==> config.mk <==
export PLATFORM = sky130hd
export DESIGN_NAME = nsq_ctrl
export DESIGN_NICKNAME = d
export VERILOG_FILES = /design/src/logic/nsq_pkg.sv /design/src/logic/nsq_tick.sv /design/src/logic/nsq_sync.sv /design/src/logic/nsq_ctrl.sv
export VERILOG_INCLUDE_DIRS = /design/src /design/src/logic
export SDC_FILE = /design/constraint.sdc
export NUM_CORES = 1
export LEC_CHECK = 0
export ABC_CLOCK_PERIOD_IN_PS = 3700
export BUFFER_PORTS_ARGS = -buffer_cell sky130_fd_sc_hd__buf_4
export CAP_MARGIN = 10
export CORE_MARGIN = 2
export CORE_UTILIZATION = 45
export CTS_CLUSTER_SIZE = 24
export DETAILED_ROUTE_END_ITERATION = 8
export PLACE_DENSITY = 0.62
export SLEW_MARGIN = 20
export SYNTH_ARGS = -nofsm -noshare
export SYNTH_HDL_FRONTEND = slang
export SYNTH_SLANG_ARGS = --single-unit
==> constraint.sdc <==
create_clock -name i_clk -period 3.7 [get_ports i_clk]
set_clock_uncertainty 0.1 [all_clocks]
set_input_delay 0.555 -clock i_clk [delete_from_list [all_inputs] [get_ports i_clk]]
set_output_delay 0.555 -clock i_clk [all_outputs]
set_load 0.02 [all_outputs]
==> src/logic/nsq_defines.svh <==
// Offsets, field positions, command bytes and timing counts for the NAND sequencer.
// Assumes a 250 MHz system clock and byte-wide register port addressing.
`ifndef NSQ_DEFINES_SVH
`define NSQ_DEFINES_SVH

// Register byte offsets
`define NSQ_REG_CTRL 8'h00
`define NSQ_REG_WP 8'h04
`define NSQ_REG_ROW_A 8'h08
`define NSQ_REG_ROW_B 8'h0c
`define NSQ_REG_COL 8'h10
`define NSQ_REG_LEN 8'h14
`define NSQ_REG_DATA 8'h18
`define NSQ_REG_STAT 8'h1c

// Status register fields
`define NSQ_ST_BUSY 8
`define NSQ_ST_ERR 9
`define NSQ_ST_DREQ 10
`define NSQ_ST_MP_LO 11
`define NSQ_ST_RB 13

// Device command bytes
`define NSQ_C_READ 8'h00
`define NSQ_C_PROG 8'h80
`define NSQ_C_PROG2 8'h81
`define NSQ_C_COLCHG 8'h85
`define NSQ_C_CONFIRM 8'h10
`define NSQ_C_MPFIRST 8'h11
`define NSQ_C_CBREAD 8'h35
`define NSQ_C_ERASE 8'h60
`define NSQ_C_ERASE_GO 8'hd0
`define NSQ_C_STATUS 8'h70
`define NSQ_C_STATUS2 8'h71
`define NSQ_C_RESET 8'hff

// Limits and timing
`define NSQ_PROG_MAX 3'h4
`define NSQ_CLK_NS 4
`define NSQ_T_WB_NS 100
`define NSQ_WB_CYC ((`NSQ_T_WB_NS + `NSQ_CLK_NS - 1) / `NSQ_CLK_NS)
`define NSQ_DIV_DEF 4

`endif

==> src/logic/nsq_pkg.sv <==
// Types shared by the NAND sequencer modules.
// Assumes nsq_defines.svh for all numeric constants.
package nsq_pkg;

  typedef enum logic [3:0] {
    OP_NONE = 4'h0, OP_PROG_LOAD = 4'h1, OP_COL_CHANGE = 4'h2, OP_CONFIRM = 4'h3,
    OP_CB_READ = 4'h4, OP_CB_LOAD = 4'h5, OP_MP_FIRST = 4'h6, OP_MP_SECOND = 4'h7,
    OP_MP_CONFIRM = 4'h8, OP_ERASE = 4'h9, OP_MERASE = 4'ha, OP_RESET = 4'hb,
    OP_STATUS = 4'hc
  } nsq_op_t;

  typedef enum logic [3:0] {
    K_END, K_CMD, K_ADDR5A, K_ADDR5B, K_ADDR3A, K_ADDR3B, K_COL2, K_DATA, K_WAIT, K_STAT
  } nsq_kind_t;

  typedef struct packed {
    nsq_kind_t kind;
    logic [7:0] val;
  } nsq_step_t;

  typedef enum logic [6:0] {
    S_IDLE = 7'h01, S_NEXT = 7'h02, S_WELO = 7'h04, S_WEHI = 7'h08,
    S_WAITD = 7'h10, S_BUSY = 7'h20, S_RDLO = 7'h40
  } nsq_state_t;

  // Pin outputs toward the flash; io_oe high while the bus is driven
  typedef struct packed {
    logic ce_n;
    logic cle;
    logic ale;
    logic we_n;
    logic re_n;
    logic wp_n;
    logic [7:0] io_out;
    logic io_oe;
  } nsq_pins_t;

endpackage

==> src/logic/nsq_tick.sv <==
// Divider producing a one-cycle enable that paces the flash strobes.
// Assumes a single system clock; DIV cycles per pin phase.
`timescale 1ns/1ps
module nsq_tick #(
  parameter int DIV = 4
) (
  input wire logic i_clk,
  input wire logic i_rst_n,
  output logic o_tick
);
  localparam int W = $clog2(DIV + 1);
  logic [W-1:0] cnt_q, cnt_d;
  logic tick_d;

  // A shorter phase would crowd the input synchroniser latency on status reads
  if (DIV < 4) begin : g_chk
    $error("nsq_tick: DIV must be at least 4");
  end

  // Count up and fire at the wrap
  always_comb begin
    tick_d = (cnt_q == W'(DIV - 1));
    cnt_d = tick_d ? '0 : cnt_q + W'(1);
  end

  always_ff @(posedge i_clk) begin
    if (!i_rst_n) begin
      cnt_q <= '0;
      o_tick <= 1'b0;
    end else begin
      cnt_q <= cnt_d;
      o_tick <= tick_d;
    end
  end
endmodule // nsq_tick

==> src/logic/nsq_sync.sv <==
// Three-stage synchroniser for pin inputs; a change counts once stages two and three agree.
// Assumes inputs are asynchronous to i_clk.
`timescale 1ns/1ps
module nsq_sync #(
  parameter int W = 1,
  parameter logic [W-1:0] INIT = '0
) (
  input wire logic i_clk,
  input wire logic i_rst_n,
  input wire logic [W-1:0] i_async,
  output logic [W-1:0] o_sync
);
  logic [W-1:0] s1_q, s2_q, s3_q, out_d;

  // Stage one feeds only stage two
  always_comb begin
    out_d = o_sync;
    for (int i = 0; i < W; i++) begin
      if (s2_q[i] == s3_q[i]) begin
        out_d[i] = s3_q[i];
      end
    end
  end

  always_ff @(posedge i_clk) begin
    if (!i_rst_n) begin
      s1_q <= INIT;
      s2_q <= INIT;
      s3_q <= INIT;
      o_sync <= INIT;
    end else begin
      s1_q <= i_async;
      s2_q <= s1_q;
      s3_q <= s2_q;
      o_sync <= out_d;
    end
  end
endmodule // nsq_sync

==> src/logic/nsq_ctrl.sv <==
// NAND program, erase and copy-back sequencer driving the flash pins.
// Assumes software sets rows, column and length before starting an operation.
//
// Chosen here: strobed register access and the register offsets.
`timescale 1ns/1ps
`include "nsq_defines.svh"
module nsq_ctrl #(
  parameter int DIV = `NSQ_DIV_DEF,
  parameter int WB_CYC = `NSQ_WB_CYC
) (
  input wire logic i_clk,
  input wire logic i_rst_n,
  input wire logic [7:0] i_addr,
  input wire logic [31:0] i_wdata,
  input wire logic i_wr,
  input wire logic i_rd,
  output logic [31:0] o_rdata,
  input wire logic i_ready_busy_n,
  input wire logic [7:0] i_io,
  output nsq_pkg::nsq_pins_t o_pins
);
  if (WB_CYC < 1 || WB_CYC > 252) begin : g_chk
    $error("nsq_ctrl: WB_CYC out of range");
  end

  logic tick, rb_s;
  logic [7:0] io_s;
  nsq_tick #(.DIV(DIV)) u_tick (.i_clk(i_clk), .i_rst_n(i_rst_n), .o_tick(tick));
  nsq_sync #(.W(1), .INIT(1'b1)) u_rb (.i_clk(i_clk), .i_rst_n(i_rst_n),
    .i_async(i_ready_busy_n), .o_sync(rb_s));
  nsq_sync #(.W(8), .INIT(8'h00)) u_io (.i_clk(i_clk), .i_rst_n(i_rst_n),
    .i_async(i_io), .o_sync(io_s));

  nsq_pkg::nsq_state_t st_q, st_d;
  nsq_pkg::nsq_op_t op_q, op_d;
  nsq_pkg::nsq_pins_t pins_d;
  nsq_pkg::nsq_step_t stp;
  logic [3:0] idx_q, idx_d;
  logic [2:0] sub_q, sub_d;
  logic [12:0] cnt_q, cnt_d, len_q, len_d, col_q, col_d;
  logic [16:0] row_a_q, row_a_d, row_b_q, row_b_d, prow_q, prow_d;
  logic [2:0] pcnt_q, pcnt_d;
  logic [7:0] wait_q, wait_d, data_q, data_d, stat_q, stat_d;
  logic [1:0] mp_q, mp_d;
  logic dval_q, dval_d, err_q, err_d, wp_q, wp_d;
  logic [31:0] rdata_d;
  logic start, refuse, consume, prog_op;
  nsq_pkg::nsq_op_t req;
  logic [16:0] prog_row;

  // Step list of each operation; index walks through it
  function automatic nsq_pkg::nsq_step_t step_of(nsq_pkg::nsq_op_t op, logic [3:0] i);
    nsq_pkg::nsq_kind_t k [9];
    logic [7:0] v [9];
    for (int j = 0; j < 9; j++) begin
      k[j] = nsq_pkg::K_END;
      v[j] = 8'h00;
    end
    case (op)
      nsq_pkg::OP_PROG_LOAD: begin
        k[0] = nsq_pkg::K_CMD; v[0] = `NSQ_C_PROG; k[1] = nsq_pkg::K_ADDR5A;
        k[2] = nsq_pkg::K_DATA;
      end
      nsq_pkg::OP_COL_CHANGE: begin
        k[0] = nsq_pkg::K_CMD; v[0] = `NSQ_C_COLCHG; k[1] = nsq_pkg::K_COL2;
        k[2] = nsq_pkg::K_DATA;
      end
      nsq_pkg::OP_CONFIRM: begin
        k[0] = nsq_pkg::K_CMD; v[0] = `NSQ_C_CONFIRM; k[1] = nsq_pkg::K_WAIT;
        k[2] = nsq_pkg::K_CMD; v[2] = `NSQ_C_STATUS; k[3] = nsq_pkg::K_STAT;
      end
      nsq_pkg::OP_CB_READ: begin
        k[0] = nsq_pkg::K_CMD; v[0] = `NSQ_C_READ; k[1] = nsq_pkg::K_ADDR5A;
        k[2] = nsq_pkg::K_CMD; v[2] = `NSQ_C_CBREAD; k[3] = nsq_pkg::K_WAIT;
      end
      nsq_pkg::OP_CB_LOAD: begin
        k[0] = nsq_pkg::K_CMD; v[0] = `NSQ_C_COLCHG; k[1] = nsq_pkg::K_ADDR5B;
        k[2] = nsq_pkg::K_DATA;
      end
      nsq_pkg::OP_MP_FIRST: begin
        k[0] = nsq_pkg::K_CMD; v[0] = `NSQ_C_PROG; k[1] = nsq_pkg::K_ADDR5A;
        k[2] = nsq_pkg::K_DATA; k[3] = nsq_pkg::K_CMD; v[3] = `NSQ_C_MPFIRST;
        k[4] = nsq_pkg::K_WAIT;
      end
      nsq_pkg::OP_MP_SECOND: begin
        k[0] = nsq_pkg::K_CMD; v[0] = `NSQ_C_PROG2; k[1] = nsq_pkg::K_ADDR5B;
        k[2] = nsq_pkg::K_DATA;
      end
      nsq_pkg::OP_MP_CONFIRM: begin
        k[0] = nsq_pkg::K_CMD; v[0] = `NSQ_C_CONFIRM; k[1] = nsq_pkg::K_WAIT;
        k[2] = nsq_pkg::K_CMD; v[2] = `NSQ_C_STATUS2; k[3] = nsq_pkg::K_STAT;
      end
      nsq_pkg::OP_ERASE: begin
        k[0] = nsq_pkg::K_CMD; v[0] = `NSQ_C_ERASE; k[1] = nsq_pkg::K_ADDR3A;
        k[2] = nsq_pkg::K_CMD; v[2] = `NSQ_C_ERASE_GO; k[3] = nsq_pkg::K_WAIT;
        k[4] = nsq_pkg::K_CMD; v[4] = `NSQ_C_STATUS; k[5] = nsq_pkg::K_STAT;
      end
      nsq_pkg::OP_MERASE: begin
        k[0] = nsq_pkg::K_CMD; v[0] = `NSQ_C_ERASE; k[1] = nsq_pkg::K_ADDR3A;
        k[2] = nsq_pkg::K_CMD; v[2] = `NSQ_C_ERASE; k[3] = nsq_pkg::K_ADDR3B;
        k[4] = nsq_pkg::K_CMD; v[4] = `NSQ_C_ERASE_GO; k[5] = nsq_pkg::K_WAIT;
        k[6] = nsq_pkg::K_CMD; v[6] = `NSQ_C_STATUS2; k[7] = nsq_pkg::K_STAT;
      end
      nsq_pkg::OP_RESET: begin
        k[0] = nsq_pkg::K_CMD; v[0] = `NSQ_C_RESET; k[1] = nsq_pkg::K_WAIT;
      end
      nsq_pkg::OP_STATUS: begin
        k[0] = nsq_pkg::K_CMD; v[0] = `NSQ_C_STATUS; k[1] = nsq_pkg::K_STAT;
      end
      default: begin
        k[0] = nsq_pkg::K_END;
      end
    endcase
    step_of.kind = (i < 4'd9) ? k[i] : nsq_pkg::K_END;
    step_of.val = (i < 4'd9) ? v[i] : 8'h00;
  endfunction

  // Address byte n of the five-cycle layout: two column bytes, three row bytes
  function automatic logic [7:0] addr_byte(logic [12:0] c, logic [16:0] r, logic [2:0] n);
    case (n)
      3'h0: addr_byte = c[7:0];
      3'h1: addr_byte = {3'h0, c[12:8]};
      3'h2: addr_byte = r[7:0];
      3'h3: addr_byte = r[15:8];
      default: addr_byte = {7'h00, r[16]};
    endcase
  endfunction

  // Even block is district 0, odd block district 1
  function automatic logic district(logic [16:0] r);
    district = r[6];
  endfunction

  assign stp = step_of(op_q, idx_q);
  assign req = nsq_pkg::nsq_op_t'(i_wdata[3:0]);
  assign start = i_wr && (i_addr == `NSQ_REG_CTRL) && (req != nsq_pkg::OP_NONE);
  assign prog_op = (req == nsq_pkg::OP_PROG_LOAD) || (req == nsq_pkg::OP_CB_LOAD) ||
                   (req == nsq_pkg::OP_MP_FIRST) || (req == nsq_pkg::OP_MP_SECOND);
  assign prog_row = ((req == nsq_pkg::OP_CB_LOAD) || (req == nsq_pkg::OP_MP_SECOND)) ?
                    row_b_q : row_a_q;
  assign consume = (st_q == nsq_pkg::S_WAITD) && dval_q && tick;

  // Acceptance checks on an operation request
  always_comb begin
    refuse = (st_q != nsq_pkg::S_IDLE);
    if (prog_op && (prog_row == prow_q) && (pcnt_q == `NSQ_PROG_MAX)) begin
      refuse = 1'b1;
    end
    case (mp_q)
      2'h1: if (req != nsq_pkg::OP_MP_SECOND && req != nsq_pkg::OP_STATUS &&
                req != nsq_pkg::OP_RESET) refuse = 1'b1;
      2'h2: if (req != nsq_pkg::OP_COL_CHANGE && req != nsq_pkg::OP_MP_CONFIRM &&
                req != nsq_pkg::OP_STATUS && req != nsq_pkg::OP_RESET) refuse = 1'b1;
      default: if (req == nsq_pkg::OP_MP_SECOND || req == nsq_pkg::OP_MP_CONFIRM)
                 refuse = 1'b1;
    endcase
    if (req == nsq_pkg::OP_MP_SECOND && ((district(row_a_q) == district(row_b_q)) ||
        (row_a_q[5:0] != row_b_q[5:0]))) begin
      refuse = 1'b1;
    end
    if (req == nsq_pkg::OP_MERASE && district(row_a_q) == district(row_b_q)) begin
      refuse = 1'b1;
    end
    if (req == nsq_pkg::OP_CB_LOAD && district(row_a_q) != district(row_b_q)) begin
      refuse = 1'b1;
    end
    if (req > nsq_pkg::OP_STATUS) begin
      refuse = 1'b1;
    end
  end

  // Register port, operation tracking and pin sequencing
  always_comb begin
    st_d = st_q; op_d = op_q; idx_d = idx_q; sub_d = sub_q; cnt_d = cnt_q;
    len_d = len_q; col_d = col_q; row_a_d = row_a_q; row_b_d = row_b_q;
    prow_d = prow_q; pcnt_d = pcnt_q; wait_d = wait_q; data_d = data_q;
    stat_d = stat_q; mp_d = mp_q; dval_d = dval_q; err_d = err_q; wp_d = wp_q;
    pins_d = o_pins;
    rdata_d = 32'h0000_0000;
    if (i_wr) begin
      case (i_addr)
        `NSQ_REG_WP: wp_d = i_wdata[0];
        `NSQ_REG_ROW_A: row_a_d = i_wdata[16:0];
        `NSQ_REG_ROW_B: row_b_d = i_wdata[16:0];
        `NSQ_REG_COL: col_d = i_wdata[12:0];
        `NSQ_REG_LEN: len_d = i_wdata[12:0];
        `NSQ_REG_STAT: if (i_wdata[`NSQ_ST_ERR]) err_d = 1'b0;
        default: ;
      endcase
    end
    if (i_rd) begin
      case (i_addr)
        `NSQ_REG_CTRL: rdata_d = {28'h0, op_q};
        `NSQ_REG_WP: rdata_d = {31'h0, wp_q};
        `NSQ_REG_ROW_A: rdata_d = {15'h0, row_a_q};
        `NSQ_REG_ROW_B: rdata_d = {15'h0, row_b_q};
        `NSQ_REG_COL: rdata_d = {19'h0, col_q};
        `NSQ_REG_LEN: rdata_d = {19'h0, len_q};
        `NSQ_REG_STAT: rdata_d = {18'h0, rb_s, mp_q, (st_q == nsq_pkg::S_WAITD) && !dval_q,
                                  err_q, (st_q != nsq_pkg::S_IDLE), stat_q};
        default: rdata_d = 32'h0000_0000;
      endcase
    end
    // A fresh data write beats the consume of the previous byte
    if (consume) dval_d = 1'b0;
    if (i_wr && i_addr == `NSQ_REG_DATA) begin
      dval_d = 1'b1;
      data_d = i_wdata[7:0];
    end
    if (start && refuse) err_d = 1'b1;
    if (start && !refuse) begin
      op_d = req; idx_d = 4'h0; sub_d = 3'h0; cnt_d = 13'h0000;
      st_d = nsq_pkg::S_NEXT;
      pins_d.ce_n = 1'b0;
      if (prog_op) begin
        prow_d = prog_row;
        pcnt_d = (prog_row == prow_q) ? pcnt_q + 3'h1 : 3'h1;
      end
      if ((req == nsq_pkg::OP_ERASE || req == nsq_pkg::OP_MERASE) &&
          (row_a_q[16:6] == prow_q[16:6] || row_b_q[16:6] == prow_q[16:6])) begin
        pcnt_d = 3'h0;
      end
      case (req)
        nsq_pkg::OP_MP_FIRST: mp_d = 2'h1;
        nsq_pkg::OP_MP_SECOND: mp_d = 2'h2;
        nsq_pkg::OP_MP_CONFIRM, nsq_pkg::OP_RESET: mp_d = 2'h0;
        default: ;
      endcase
    end
    // Write protect stays released while the page buffer is being filled from the array
    pins_d.wp_n = wp_d || ((op_d == nsq_pkg::OP_CB_READ) && (st_d != nsq_pkg::S_IDLE));
    case (st_q)
      nsq_pkg::S_IDLE: ;
      nsq_pkg::S_NEXT: begin
        pins_d.cle = 1'b0; pins_d.ale = 1'b0; pins_d.io_oe = 1'b0;
        case (stp.kind)
          nsq_pkg::K_END: begin
            st_d = nsq_pkg::S_IDLE;
            pins_d.ce_n = 1'b1;
          end
          nsq_pkg::K_CMD: if (tick) begin
            pins_d.cle = 1'b1; pins_d.io_out = stp.val; pins_d.io_oe = 1'b1;
            st_d = nsq_pkg::S_WELO;
          end
          nsq_pkg::K_DATA: begin
            if (len_q == 13'h0000) idx_d = idx_q + 4'h1;
            else st_d = nsq_pkg::S_WAITD;
          end
          nsq_pkg::K_WAIT: begin
            wait_d = 8'h00;
            st_d = nsq_pkg::S_BUSY;
          end
          nsq_pkg::K_STAT: if (tick) begin
            pins_d.re_n = 1'b0;
            st_d = nsq_pkg::S_RDLO;
          end
          default: if (tick) begin
            pins_d.ale = 1'b1; pins_d.io_oe = 1'b1;
            pins_d.io_out = addr_byte(col_q, (stp.kind == nsq_pkg::K_ADDR5B ||
              stp.kind == nsq_pkg::K_ADDR3B) ? row_b_q : row_a_q,
              (stp.kind == nsq_pkg::K_ADDR3A || stp.kind == nsq_pkg::K_ADDR3B) ?
              sub_q + 3'h2 : sub_q);
            st_d = nsq_pkg::S_WELO;
          end
        endcase
      end
      nsq_pkg::S_WAITD: if (consume) begin
        pins_d.io_out = data_q; pins_d.io_oe = 1'b1;
        st_d = nsq_pkg::S_WELO;
      end
      nsq_pkg::S_WELO: if (tick) begin
        pins_d.we_n = 1'b0;
        st_d = nsq_pkg::S_WEHI;
      end
      nsq_pkg::S_WEHI: if (tick) begin
        pins_d.we_n = 1'b1; // Rising edge latches the byte
        st_d = nsq_pkg::S_NEXT;
        case (stp.kind)
          nsq_pkg::K_CMD: idx_d = idx_q + 4'h1;
          nsq_pkg::K_DATA: begin
            if (cnt_q == len_q - 13'h0001) begin
              cnt_d = 13'h0000;
              idx_d = idx_q + 4'h1;
            end else begin
              cnt_d = cnt_q + 13'h0001;
              st_d = nsq_pkg::S_WAITD;
            end
          end
          default: begin
            if (sub_q == ((stp.kind == nsq_pkg::K_COL2) ? 3'h1 :
                (stp.kind == nsq_pkg::K_ADDR3A || stp.kind == nsq_pkg::K_ADDR3B) ?
                3'h2 : 3'h4)) begin
              sub_d = 3'h0;
              idx_d = idx_q + 4'h1;
            end else begin
              sub_d = sub_q + 3'h1;
            end
          end
        endcase
      end
      // Ready is ignored for the guard time plus three cycles; with the S_NEXT cycle that spans the four-cycle synchroniser delay
      nsq_pkg::S_BUSY: begin
        if (wait_q != 8'(WB_CYC + 3)) wait_d = wait_q + 8'h01;
        else if (rb_s) begin
          idx_d = idx_q + 4'h1;
          st_d = nsq_pkg::S_NEXT;
        end
      end
      // Strobe stays low two ticks: the synchronised bus lags the pin by four cycles
      nsq_pkg::S_RDLO: if (tick && sub_q == 3'h0) sub_d = 3'h1;
      else if (tick) begin
        sub_d = 3'h0;
        pins_d.re_n = 1'b1;
        stat_d = io_s;
        idx_d = idx_q + 4'h1;
        st_d = nsq_pkg::S_NEXT;
      end
      default: st_d = nsq_pkg::S_IDLE;
    endcase
  end

  always_ff @(posedge i_clk) begin
    if (!i_rst_n) begin
      st_q <= nsq_pkg::S_IDLE; op_q <= nsq_pkg::OP_NONE; idx_q <= 4'h0; sub_q <= 3'h0;
      cnt_q <= 13'h0000; len_q <= 13'h0000; col_q <= 13'h0000; row_a_q <= 17'h00000;
      row_b_q <= 17'h00000; prow_q <= 17'h1ffff; pcnt_q <= 3'h0; wait_q <= 8'h00;
      data_q <= 8'h00; stat_q <= 8'h00; mp_q <= 2'h0; dval_q <= 1'b0; err_q <= 1'b0;
      wp_q <= 1'b0; o_rdata <= 32'h0000_0000;
      o_pins <= '{ce_n: 1'b1, cle: 1'b0, ale: 1'b0, we_n: 1'b1, re_n: 1'b1, wp_n: 1'b0,
                  io_out: 8'h00, io_oe: 1'b0};
    end else begin
      st_q <= st_d; op_q <= op_d; idx_q <= idx_d; sub_q <= sub_d; cnt_q <= cnt_d;
      len_q <= len_d; col_q <= col_d; row_a_q <= row_a_d; row_b_q <= row_b_d;
      prow_q <= prow_d; pcnt_q <= pcnt_d; wait_q <= wait_d; data_q <= data_d;
      stat_q <= stat_d; mp_q <= mp_d; dval_q <= dval_d; err_q <= err_d; wp_q <= wp_d;
      o_rdata <= rdata_d; o_pins <= pins_d;
    end
  end
endmodule // nsq_ctrl

# ---- Yosys cells after proc, flatten, opt, wreduce, memory -nomap -nowiden
# Index checks and enable logic that the tools add are counted.
dict set report op_classes {
  mux 108
  n_addsub 8
  n_lt_le_gt_ge 3
  bitwise 3
  eq_ne 85
  reduce_logical 81
}
# op count
set ops {}
lappend ops {{case mux 17 bit (7 select lines)} 1}
lappend ops {{2-to-1 mux 7 bit} 12}
lappend ops {{2-to-1 mux 13 bit} 5}
lappend ops {{2-to-1 mux 4 bit} 14}
lappend ops {{case mux 8 bit (7 select lines)} 1}
lappend ops {{case mux 7 bit (7 select lines)} 1}
lappend ops {{== test 4 x 3 -> 1 bit (second input constant)} 12}
lappend ops {{== test 4 bit (second input constant)} 11}
lappend ops {{2-to-1 mux 8 bit} 5}
lappend ops {{case mux 8 bit (5 select lines)} 1}
lappend ops {{2-to-1 mux 3 bit} 13}
lappend ops {{case mux 9 bit (2 select lines)} 2}
lappend ops {{2-to-1 mux 17 bit} 2}
lappend ops {{binary-select mux 8 bit (select 4 bit)} 1}
lappend ops {{== test 8 x 5 -> 1 bit (second input constant)} 4}
lappend ops {{case mux 4 bit (4 select lines)} 2}
lappend ops {{case mux 8 bit (2 select lines)} 2}
lappend ops {{case mux 8 bit (4 select lines)} 1}
lappend ops {{case mux 7 bit (4 select lines)} 1}
lappend ops {{2-to-1 mux 9 bit} 3}
lappend ops {{2-to-1 mux 1 bit} 26}
lappend ops {{case mux 4 bit (2 select lines)} 3}
lappend ops {{case mux 4 bit (6 select lines)} 1}
lappend ops {{== test 11 bit} 2}
lappend ops {{64 further kinds} 162}
dict set report word_totals {
  register_bits 227
  in_bits 53
}

# ---- Logic depth before layout (Yosys ltp)
# Gate-level depths: netlist (run 1).
dict set report logic_depth {
  word_depth 20
  ltp_mapped 14
  depth_no_buf 11
}

# ---- By module
# From an unflattened synthesis (run 1), not the netlist that was laid out.
dict set report hier_totals {
  hier_cells 1499
  hier_area_um2 11966.5
}
# mod seq_area_each_um2 instances area_each_um2 cells_each
set modules_own_cells {}
lappend modules_own_cells {nsq_ctrl 3443.3 1 10752.8 1395}
lappend modules_own_cells {{nsq_sync (u_io)} 640.6 1 960.9 83}
lappend modules_own_cells {nsq_tick 80.1 1 140.1 11}
lappend modules_own_cells {{nsq_sync (u_rb)} 80.1 1 112.6 10}

# ---- Worst setup path before layout (run 1)
# No wires, ideal clock.
dict set report synth_timing {
  path_kind {input to register}
  startpoint {input i_wdata[0]}
  endpoint {register prow_q[4]}
  setup_slack_ns 0.747
  cell_stages 12
  arrival_time_ns 2.733
  setup_time_ns 0.120
  t_required_ns 3.480
  cell_sequence {buf_2 -> and3b_1 -> clkbuf_1 -> buf_2 -> a22o_1 -> a211oi_1 -> o2111a_1 -> nand2b_1 -> a211o_1 -> buf_2 -> buf_2 -> a211o_1}
}
dict set report synth_between {
  elab_chain_cells 16
  elab_cells_between_ends 43
}
# element line_no
set synth_rtl {}
lappend synth_rtl {{start, declared} nsq_ctrl.sv:14} ;# input wire logic [31:0] i_wdata,
lappend synth_rtl {{== test 4 x 3 -> 1 bit (tied with other cells)} {nsq_ctrl.sv:137, nsq_ctrl.sv:139, nsq_ctrl.sv:164}}
lappend synth_rtl {{logical OR 1 bit (on tied branches)} {nsq_ctrl.sv:139, nsq_ctrl.sv:137}}
lappend synth_rtl {{2-to-1 mux 17 bit / logical OR 1 bit (equally long branches)} {nsq_ctrl.sv:139, nsq_ctrl.sv:137}}
lappend synth_rtl {{== test 17 bit / logical OR 1 bit (equally long branches)} {nsq_ctrl.sv:146, nsq_ctrl.sv:138}}
lappend synth_rtl {{logical AND 1 bit (2 in a row)} nsq_ctrl.sv:146} ;# if (prog_op && (prog_row == prow_q) && (pcnt_q == `NSQ_PROG_MAX)) begin
lappend synth_rtl {{2-to-1 mux 1 bit} nsq_ctrl.sv:146}
lappend synth_rtl {{2-to-1 mux 1 bit (on tied branches)} {nsq_ctrl.sv:154, nsq_ctrl.sv:150, nsq_ctrl.sv:152}}
lappend synth_rtl {{case mux 1 bit (2 select lines)} nsq_ctrl.sv:149} ;# case (mp_q)
lappend synth_rtl {{2-to-1 mux 1 bit} nsq_ctrl.sv:157} ;# if (req == nsq_pkg::OP_MP_SECOND && ((district(row_a_q) == district(row_b_q)) ||
lappend synth_rtl {{2-to-1 mux 1 bit} nsq_ctrl.sv:161} ;# if (req == nsq_pkg::OP_MERASE && district(row_a_q) == district(row_b_q)) begin
lappend synth_rtl {{2-to-1 mux 1 bit} nsq_ctrl.sv:164} ;# if (req == nsq_pkg::OP_CB_LOAD && district(row_a_q) != district(row_b_q)) begin
lappend synth_rtl {{2-to-1 mux 1 bit} nsq_ctrl.sv:167} ;# if (req > nsq_pkg::OP_STATUS) begin
lappend synth_rtl {{logical NOT 1 bit} nsq_ctrl.sv:211} ;# if (start && !refuse) begin
lappend synth_rtl {{logical AND 1 bit} nsq_ctrl.sv:211}
lappend synth_rtl {{AND reduction 2 bit (no source line)} n/a}
lappend synth_rtl {{end signal, assigned} nsq_ctrl.sv:334} ;# prow_q <= prow_d; pcnt_q <= pcnt_d; wait_q <= wait_d; data_q <= data_d;
lappend synth_rtl {{end, declared} nsq_ctrl.sv:41} ;# logic [16:0] row_a_q, row_a_d, row_b_q, row_b_d, prow_q, prow_d;
# Several ways; a longest one is shown, not always the timed one.
# A chain may end at the register's enable or synchronous reset.

# ---- Final worst setup path (run 1)
dict set report layout_timing {
  startpoint {register op_q[1]}
  endpoint {register idx_q[3]}
}
dict set report layout_between {
  elab_chain_cells 16
  elab_cells_between_ends 46
}
# element line_no
set layout_rtl {}
lappend layout_rtl {{start, declared} nsq_ctrl.sv:35} ;# nsq_pkg::nsq_op_t op_q, op_d;
lappend layout_rtl {{start signal, assigned} nsq_ctrl.sv:332} ;# st_q <= st_d; op_q <= op_d; idx_q <= idx_d; sub_q <= sub_d; cnt_q <= cnt_d;
lappend layout_rtl {{== test 4 bit (tied with other cells)} nsq_ctrl.sv:59} ;# case (op)
lappend layout_rtl {{OR reduction 3 bit (no source line) (tied with other cells)} n/a}
lappend layout_rtl {{case mux 4 bit (6 select lines) (tied with other cells)} nsq_ctrl.sv:59}
lappend layout_rtl {{binary-select mux 4 bit (select 4 bit) *} nsq_ctrl.sv:114} ;# step_of.kind = (i < 4'd9) ? k[i] : nsq_pkg::K_END;
lappend layout_rtl {{2-to-1 mux 4 bit (implied by the code) * (2 in a row)} nsq_ctrl.sv:114}
lappend layout_rtl {{2-to-1 mux 4 bit *} nsq_ctrl.sv:114}
lappend layout_rtl {{== test 4 x 3 -> 1 bit} nsq_ctrl.sv:291} ;# (stp.kind == nsq_pkg::K_ADDR3A || stp.kind == nsq_pkg::K_ADDR3B) ?
lappend layout_rtl {{logical OR 1 bit} nsq_ctrl.sv:291}
lappend layout_rtl {{2-to-1 mux 3 bit} nsq_ctrl.sv:291}
lappend layout_rtl {{2-to-1 mux 3 bit} nsq_ctrl.sv:290} ;# if (sub_q == ((stp.kind == nsq_pkg::K_COL2) ? 3'h1 :
lappend layout_rtl {{== test 3 bit} nsq_ctrl.sv:290}
lappend layout_rtl {{2-to-1 mux 4 bit} nsq_ctrl.sv:290}
lappend layout_rtl {{case mux 4 bit (2 select lines)} nsq_ctrl.sv:278} ;# case (stp.kind)
lappend layout_rtl {{2-to-1 mux 4 bit} nsq_ctrl.sv:275} ;# nsq_pkg::S_WEHI: if (tick) begin
lappend layout_rtl {{case mux 4 bit (4 select lines) *} nsq_ctrl.sv:232} ;# case (st_q)
lappend layout_rtl {{end signal, assigned} nsq_ctrl.sv:332}
lappend layout_rtl {{end, declared} nsq_ctrl.sv:38} ;# logic [3:0] idx_q, idx_d;
# Every way passes the cells marked *; elsewhere a longest branch is shown, timed or not. The select of a mux whose other input is x is not followed.

==> results.sh, run 1 <==
export IMPL_synth_seq_cells=212
export IMPL_ant_nets=0
export IMPL_final_nets=1536
export IMPL_cts_tree="yes"
export IMPL_fmaxAchievable_ghz=0.297
export IMPL_min_path_type="input port to flip-flop"
export IMPL_cp_end_kind="flip-flop"
export IMPL_pin_count=100
export IMPL_finish_utilization_pct=52.9
export IMPL_finalSetupTns_ns=0
export IMPL_io_buffers=69
export IMPL_setup_violations=0
export IMPL_vias=10911
export IMPL_grt_pass1_vias=9820
export IMPL_firstDrtPassIters=9
export IMPL_cap_violations=0
export IMPL_cts_hold_buf=0
export IMPL_crit_slowest_cell="dfxtp_1"
export IMPL_relSlewSlack_pct=35.5
export IMPL_die_area_sq_um=27000
export IMPL_cts_resized=0
export IMPL_worst_pin_slew_ns=0.967
export IMPL_synth_area_per_cell_sq_um=8.18
export IMPL_yosysWarnings=0
export IMPL_clk_path_buf_depth=3
export IMPL_cts_clk_slew_worst_paths_ns=0.07
export IMPL_syn_area_sq_um=11600
export IMPL_ys_seq_area_share_pct=36.6
export IMPL_ys_flop_type="dfxtp_1"
export IMPL_syn_inst=1417
export IMPL_cts_root_buffer="clkbuf_16"
export IMPL_critPathKind="flip-flop to flip-flop"
export IMPL_peakVddDrop_uv=384
export IMPL_die_width_um=164
export IMPL_core_area_sq_um=25300
export IMPL_max_stage_delay_ns=0.73
export IMPL_rsz0062_at_grt="false"
export IMPL_cts_buffers=24
export IMPL_routed_via_density=6.01
export IMPL_crit_arrival_ns=3.68
export IMPL_routed_wirelength_mm=35.4
export IMPL_num_rows=58
export IMPL_maxSlewViolCount=0
export IMPL_drcViolationCount=0
export IMPL_grt_pass1_wl_mm=55.0
export IMPL_chipHeight_um=164
export IMPL_initial_core_util_pct=45.9
export IMPL_finalHoldViolations=0
export IMPL_grtUsageTotal_pct=25.8
export IMPL_status="complete, no violations"
export IMPL_crit_chain="buf_4 > nor2b_1 > o311ai_0 > a21oi_1 > a41o_1 > o22ai_1 > o21bai_4 > and3_1 > o31a_1"
export IMPL_wl_per_cell_um=19.5
export IMPL_p_per_area_nw_per_um2=377
export IMPL_place_hpwl_mm=25.6
export IMPL_h_tree_depth=1
export IMPL_insertion_delay_ns=0.54
export IMPL_synth_async_reset_ratio_pct=0
export IMPL_drtIter0Drc=1197
export IMPL_overflow=0
export IMPL_synth_edf_count=0
export IMPL_fin_crit_ns=3.37
export IMPL_cts_setup_buffers=0
export IMPL_antenna_found_initial=0
export IMPL_area_growth_pct=15.3
export IMPL_final_cell_mix="dfxtp_1 (212), nand2_1 (164), nor2_1 (156), buf_4 (122), a21oi_1 (106)"
export IMPL_diodes=0
export IMPL_cp_data_required_time_ns=4.01
export IMPL_grt_max_degree=62
export IMPL_start_kind="flip-flop"
export IMPL_drive_above_1_share_pct=13.7
export IMPL_finalCritPeriodShare_pct=91.1
export IMPL_crit_fanout=15
export IMPL_clock_sinks=212
export IMPL_layout_commonest_cell="dfxtp_1"
export IMPL_place_gp_congestion=0.947
export IMPL_p_leak_nw=5.25
export IMPL_synth_cell_types=89
-- cell usage after synthesis, drive strengths merged (13+ instances only) --
master  number  area share [%]
mux2i       59             5.1
buf         42             2.2
o311ai      15             1.1
xor2        17             1.3
inv         39             1.3
dfxtp      212              37
xnor2       28             2.1
nor2       156             5.1
and3        15            0.81
ha          14             1.5
nand2      164             5.3
nor2b       20             1.1
o211ai      14            0.91
a31oi       26             1.4
nand3       25             1.1
a211oi      13            0.93
nand2b      29             1.6
nor3        24             1.1
and2        31             1.7
o21ai       59             2.6
nand4       14            0.76
a21oi      106             4.6
clkbuf      72             2.3
a22oi       32             2.1
-- cell type report --
| type | count | area [sq um] |
|---|---|---|
| Multi-Input combinational cell | 1065 | 6720 |
| Fill cell | 2447 | 11900 |
| Timing Repair Buffer | 126 | 996 |
| Tap cell | 330 | 413 |
| Sequential cell | 212 | 4240 |
| Clock inverter | 10 | 170 |
| Clock buffer | 32 | 671 |
| Inverter | 40 | 151 |
-- power breakdown --
| part | leakage [nW] | total [W] | internal (W) | switching, W |
|---|---|---|---|---|
| combinational | 3.13 | 0.000189 | 0.0000662 | 0.000123 |
| sequential | 1.71 | 0.00231 | 0.00230 | 0.00000792 |
| clock | 0.405 | 0.00255 | 0.00155 | 0.000995 |
-- worst paths after layout --
| path | startpoint | endpoint | slack [ns] | cells after the start |
|---|---|---|---|---|
| setup / recovery | op_q[1]$_SDFF_PN0_ | idx_q[3]$_SDFF_PN0_ | 0.33 | 9 |
| hold / removal | i_io[5] | u_io.s1_q[5]$_SDFF_PN0_ | 0.12 | 2 |
| setup reg to reg | op_q[1]$_SDFF_PN0_ | idx_q[3]$_SDFF_PN0_ | 0.33 | 9 |
| hold reg to reg | u_rb.s1_q$_SDFF_PN1_ | u_rb.s2_q$_SDFF_PN1_ | 0.31 | 1 |
-- registers in the layout, summed over array words and instances (netlist names), 4 cells and up --
signal,flops
u_io.s1_q,8
len_q,13
o_pins,15
u_io.s2_q,8
stat_q,8
cnt_q,13
row_b_q,17
data_q,8
col_q,13
o_rdata,17
st_q,7
row_a_q,17
idx_q,4
u_io.o_sync,8
op_q,4
prow_q,17
wait_q,8
u_io.s3_q,8
-- per-layer routing --
layer / GRT usage, % / part of all wire, % / vias to the layer above
li1: - / - / 5180
met1: 37.2 / 45 / 5143
met2: 39.0 / 43 / 517
met3: 4.72 / 9.3 / 71
met4: 7.75 / 2.9 / 0
met5: 0 / 0 / -
-- cells by family (layout without fill, tap and decap cells) --
logic type | Yosys count | count (layout) | synth area share, %
DFF | 212 | 212 | 36.6
xor gates and xnor gates | 45 | 45 | 3.40
and+or+nand+nor | 547 | 547 | 23.6
muxes | 72 | 72 | 7.17
AOI/OAI and AO/OA | 372 | 372 | 21.8
adders and majority gates | 14 | 14 | 1.51
other | 1 | 15 | 0.0324
buffers and inverters | 154 | 208 | 5.84
-- critical path: cells and delay by family, from the launching register on --
family | cells | cell delay [ns]
compound gates | 6 | 1.86
flops | 1 | 0.73
simple gates | 2 | 0.28
buf+inv | 1 | 0.27
-- metrics by stage --
step	cell area, sq um	total power [W]	hold WS, ns	worst slack [ns]	cells
2_1_floorplan	11600	0.00248	0.286	0.747	1431
3_3_place_gp	12500	0.00254	0.289	0.378	1773
3_5_place_dp	12500	0.00255	0.298	0.307	1773
4_1_cts	13400	0.00508	0.116	0.420	1815
5_1_grt	13400	0.00518	0.115	0.164	1815
6_report	13400	0.00504	0.124	0.328	1815
No activity file was read; power rests on OpenSTA's default activity.
==> run 2, diff against run 1 <==
Settings changed: MAX_ROUTING_LAYER set to met4.
==> run 2 against run 1 <==
  * Global-route usage is 0.98 points higher
  * First-iteration DRC count stayed put
  * Final cell count is 0.17% higher
  * Sequential share of layout area barely moved
  * Count of clock-buffer cells in the layout is 1 higher
  * Power decreased by 1.1%
  * Via count fell by 0.61%
  * Routed wire length increased by 0.27%
  * Non-clock buffer count is the same
  * Die area unchanged
  * Sequential power about the same
  * Clock power shrank 2%
==> results.sh, run 2 (synthesis gave the netlist of run 1 again) <==
export IMPL_status="complete, no violations"
export IMPL_grt_pass1_vias=9998
export IMPL_layout_commonest_cell="dfxtp_1"
export IMPL_finalSetupTns_ns=0
export IMPL_routed_wirelength_mm=35.5
export IMPL_num_rows=58
export IMPL_place_hpwl_mm=25.4
export IMPL_multi_input_area_sq_um=6720
export IMPL_max_stage_delay_ns=0.70
export IMPL_cts_tree="yes"
export IMPL_p_leak_nw=5.25
export IMPL_area_growth_pct=15.2
export IMPL_ff_latch_area_sq_um=4240
export IMPL_min_path_type="input port to flip-flop"
export IMPL_cts_root_buffer="clkbuf_16"
export IMPL_overflow=0
export IMPL_io_buffers=69
export IMPL_fmaxAchievable_ghz=0.294
export IMPL_cts_resized=0
export IMPL_drive_above_1_share_pct=13.8
export IMPL_initial_core_util_pct=45.9
export IMPL_cts_hold_buf=0
export IMPL_critPathKind="flip-flop to flip-flop"
export IMPL_insertion_delay_ns=0.55
export IMPL_grt_pass1_wl_mm=55.6
export IMPL_cp_data_required_time_ns=4.03
export IMPL_peakVddDrop_uv=300
export IMPL_grt_max_degree=62
export IMPL_crit_chain="buf_4 > nor2b_1 > o311ai_0 > a21oi_1 > a41o_1 > o22ai_1 > o21bai_4 > and3_1 > o31a_1"
export IMPL_cts_clk_slew_worst_paths_ns=0.06
export IMPL_final_nets=1537
export IMPL_fin_crit_ns=3.40
export IMPL_rsz0062_at_grt="false"
export IMPL_finalHoldViolations=0
export IMPL_drtIter0Drc=1197
export IMPL_grtUsageTotal_pct=26.7
export IMPL_pin_count=100
export IMPL_die_width_um=164
export IMPL_place_gp_congestion=0.958
export IMPL_ant_nets=0
export IMPL_start_kind="flip-flop"
export IMPL_crit_arrival_ns=3.74
export IMPL_cp_end_kind="flip-flop"
export IMPL_crit_slowest_cell="dfxtp_1"
export IMPL_routed_via_density=5.96
export IMPL_drcViolationCount=0
export IMPL_hold_slack_ns=0.106
export IMPL_final_cell_mix="dfxtp_1 (212), nand2_1 (164), nor2_1 (156), buf_4 (122), a21oi_1 (106)"
export IMPL_core_area_sq_um=25300
export IMPL_r2r_slack_ns=0.30
export IMPL_p_per_area_nw_per_um2=374
export IMPL_setup_violations=0
export IMPL_clock_sinks=212
export IMPL_firstDrtPassIters=9
export IMPL_vias=10844
export IMPL_chipHeight_um=164
export IMPL_cap_violations=0
export IMPL_crit_fanout=15
export IMPL_fillCellCount=2433
export IMPL_antenna_found_initial=2
export IMPL_h_tree_depth=1
export IMPL_cts_setup_buffers=0
export IMPL_maxSlewViolCount=0
export IMPL_relSlewSlack_pct=36.6
export IMPL_worst_pin_slew_ns=0.951
export IMPL_cts_buffers=25
export IMPL_clk_path_buf_depth=3
export IMPL_finalCritPeriodShare_pct=92.0
export IMPL_wl_per_cell_um=19.5
export IMPL_die_area_sq_um=27000
-- run 2: cell count changes in the layout (fill, tap and decap cells not counted) --
cell | before | now
bufinv_16 | 4 | 2
clkbuf_16 | 24 | 25
clkinv_2 | 3 | 6
clkinv_8 | 1 | 0
diode_2 | 0 | 1
inv_16 | 0 | 1
-- run 2: power by group --
part	internal [W]	switching (W)
registers	0.00230	0.00000775
clock network	0.00147	0.00102
logic	0.0000662	0.000122
-- run 2: stage by stage --
| step | area, sq um | instances | total power (W) | worst slack [ns] | utilization (%) |
|---|---|---|---|---|---|
| CTS | 13300 | 1817 | 0.00503 | 0.398 | 52.8 |
| global placement | 12500 | 1773 | 0.00254 | 0.361 | 49.6 |
| detailed placement | 12500 | 1773 | 0.00255 | 0.339 | 49.6 |
| global route | 13300 | 1818 | 0.00513 | 0.0642 | 52.9 |
| floorplan | 11600 | 1431 | 0.00248 | 0.747 | - |
| finish | 13300 | 1818 | 0.00499 | 0.295 | 52.9 |
-- run 2: per-layer routing --
| layer | track usage, % | up-vias | wire, um |
|---|---|---|---|
| li1 | - | 5186 | - |
| met1 | 36.7 | 5119 | 15900 |
| met2 | 39.8 | 471 | 15400 |
| met3 | 5.55 | 68 | 3180 |
| met4 | 7.91 | 0 | 999 |
| met5 | - | - | 0 |
-- run 2: area by class of cell --
cell class / count / share of cell area, %
Multi-Input combinational cell: 1065 / 50.3
Sequential cell: 212 / 31.8
Timing Repair Buffer: 126 / 7.46
Clock buffer: 33 / 5.21
Tap cell: 330 / 3.09
Inverter: 40 / 1.13
Clock inverter: 11 / 0.965
Antenna cell: 1 / 0.0187
-- run 2: path summary, 6_finish.rpt --
path,startpoint,endpoint,depth (start not counted)
max,op_q[1]$_SDFF_PN0_,idx_q[3]$_SDFF_PN0_,9
min,i_ready_busy_n,u_rb.s1_q$_SDFF_PN1_,2
max reg2reg,op_q[1]$_SDFF_PN0_,idx_q[3]$_SDFF_PN0_,9
min reg2reg,u_rb.s1_q$_SDFF_PN1_,u_rb.s2_q$_SDFF_PN1_,1
-- run 2: critical path, delay by kind of cell, from the launching register on --
family          cells  cell delay, ns
compound gates      6            1.94
buf+inv             1            0.26
simple gates        2            0.28
flops               1            0.70
==> run 3, diff against run 2 <==
Settings changed: CORE_MARGIN 2 to 3, CORE_UTILIZATION 45 to 25, GPL_ROUTABILITY_DRIVEN set to 0, PLACE_DENSITY 0.62 to 0.39.
==> run 3 against run 2 <==
  * First-iteration DRC count fell by 42%
  * Maximum frequency rose by 2.2%
  * Critical path depth did not move
  * Critical path type unchanged
  * Largest cell class unchanged
  * Highest routed layer unchanged
==> results.sh, run 3 (synthesis gave the netlist of run 1 again) <==
export IMPL_fin_crit_ns=3.33
export IMPL_drive_above_1_share_pct=14.8
export IMPL_setup_ws_ns=0.369
export IMPL_switching_share_pct=23.2
export IMPL_cts_resized=0
export IMPL_pwr_share_comb_pct=3.8
export IMPL_p_sw_w=0.00121
export IMPL_grtUsageTotal_pct=17.0
export IMPL_hold_slack_ns=0.0957
export IMPL_crit_slowest_cell="o32a_1"
export IMPL_rsz0062_at_grt="false"
export IMPL_finish_utilization_pct=30.4
export IMPL_p_leak_nw=5.35
export IMPL_cts_tree="yes"
export IMPL_core_area_sq_um=45600
export IMPL_insertion_delay_ns=0.55
export IMPL_cts_root_buffer="clkbuf_16"
export IMPL_drtIter0Drc=700
export IMPL_cp_end_kind="flip-flop"
export IMPL_pre_cts_ws_ns=0.269
export IMPL_status="complete, no violations"
export IMPL_antenna_found_initial=1
export IMPL_finalCritPeriodShare_pct=90.0
export IMPL_p_int_w=0.00401
export IMPL_routed_wirelength_mm=42.2
export IMPL_seqPwrFrac_pct=44.3
export IMPL_place_hpwl_mm=31.1
export IMPL_grt_pass1_vias=10179
export IMPL_layout_commonest_cell="dfxtp_1"
export IMPL_relSlewSlack_pct=37.4
export IMPL_firstDrtPassIters=6
export IMPL_fmaxAchievable_ghz=0.300
export IMPL_setup_violations=0
export IMPL_finalSetupTns_ns=0
export IMPL_critical_path_top_delay_family="compound AO/OA/AOI/OAI gates"
export IMPL_num_rows=78
export IMPL_h_tree_depth=1
export IMPL_drcViolationCount=0
export IMPL_crit_arrival_ns=3.66
export IMPL_worst_pin_slew_ns=0.939
export IMPL_clock_sinks=212
export IMPL_grt_pass1_wl_mm=63.7
export IMPL_cts_setup_buffers=0
export IMPL_area_growth_pct=19.7
export IMPL_start_kind="flip-flop"
export IMPL_ant_nets=0
export IMPL_cts_clk_slew_worst_paths_ns=0.06
export IMPL_routed_via_density=5.09
export IMPL_clk_path_buf_depth=3
export IMPL_pin_count=100
export IMPL_max_stage_delay_ns=0.57
export IMPL_initial_core_util_pct=25.4
export IMPL_finalHoldViolations=0
export IMPL_final_nets=1549
export IMPL_cp_data_required_time_ns=4.03
export IMPL_die_area_sq_um=49000
export IMPL_clock_power_share_pct=51.9
export IMPL_maxSlewViolCount=0
export IMPL_crit_chain="inv_1 > a221oi_1 > o311ai_1 > a32o_1 > nor3_1 > o32a_1 > buf_4 > mux2i_1 > o22ai_1"
export IMPL_cts_hold_buf=0
export IMPL_final_cell_mix="dfxtp_1 (212), nand2_1 (164), nor2_1 (156), buf_4 (132), a21oi_1 (106)"
export IMPL_chipHeight_um=221
export IMPL_overflow=0
export IMPL_cap_violations=0
export IMPL_min_path_type="input port to flip-flop"
export IMPL_path_buf_inv=2
export IMPL_p_total_w=0.00522
export IMPL_vias=10704
export IMPL_peakVddDrop_uv=342
export IMPL_crit_fanout=11
export IMPL_p_per_area_nw_per_um2=376
export IMPL_wl_per_cell_um=20.0
export IMPL_grt_max_degree=45
export IMPL_critPathKind="flip-flop to flip-flop"
export IMPL_die_width_um=221
export IMPL_io_buffers=69
export IMPL_cts_buffers=27
==> run 3: final timing paths <==
check | from | end | slack (ns) | depth (start not counted)
setup / recovery | idx_q[0]$_SDFF_PN0_ | o_pins[8]$_SDFFE_PN0P_ | 0.37 | 9
hold / removal | i_ready_busy_n | u_rb.s1_q$_SDFF_PN1_ | 0.1 | 2
setup reg to reg | idx_q[0]$_SDFF_PN0_ | o_pins[8]$_SDFFE_PN0P_ | 0.37 | 9
hold reg to reg | u_rb.s1_q$_SDFF_PN1_ | u_rb.s2_q$_SDFF_PN1_ | 0.31 | 1
==> run 3: cell type report <==
cell class,instances,area (sq um)
Fill cell,4874,31700
Multi-Input combinational cell,1065,6720
Sequential cell,212,4240
Timing Repair Buffer,136,1070
Clock buffer,38,797
Tap cell,600,751
Inverter,40,153
Clock inverter,12,128
Antenna cell,1,2.50
==> run 3: stage by stage <==
step | area (sq um) | cells
finish | 13900 | 2104
floorplan | 11600 | 1431
global route | 13900 | 2104
global placement | 12900 | 2053
detailed placement | 12900 | 2053
CTS | 13900 | 2103
==> run 3: metal layers <==
metal,track usage (%),up-vias,wire [um]
met5,-,-,0
li1,-,5208,-
met1,23.7,5137,20200
met4,3.99,0,890
met2,25.8,305,18500
met3,2.71,54,2560
==> run 3: power groups by stage <==
stage,logic [W],clock network [W],registers [W]
2_1_floorplan,0.000122,0,0.00236
3_3_place_gp,0.000198,0,0.00236
3_5_place_dp,0.000199,0,0.00236
4_1_cts,0.000200,0.00280,0.00231
5_1_grt,0.000216,0.00289,0.00231
6_report,0.000198,0.00271,0.00231
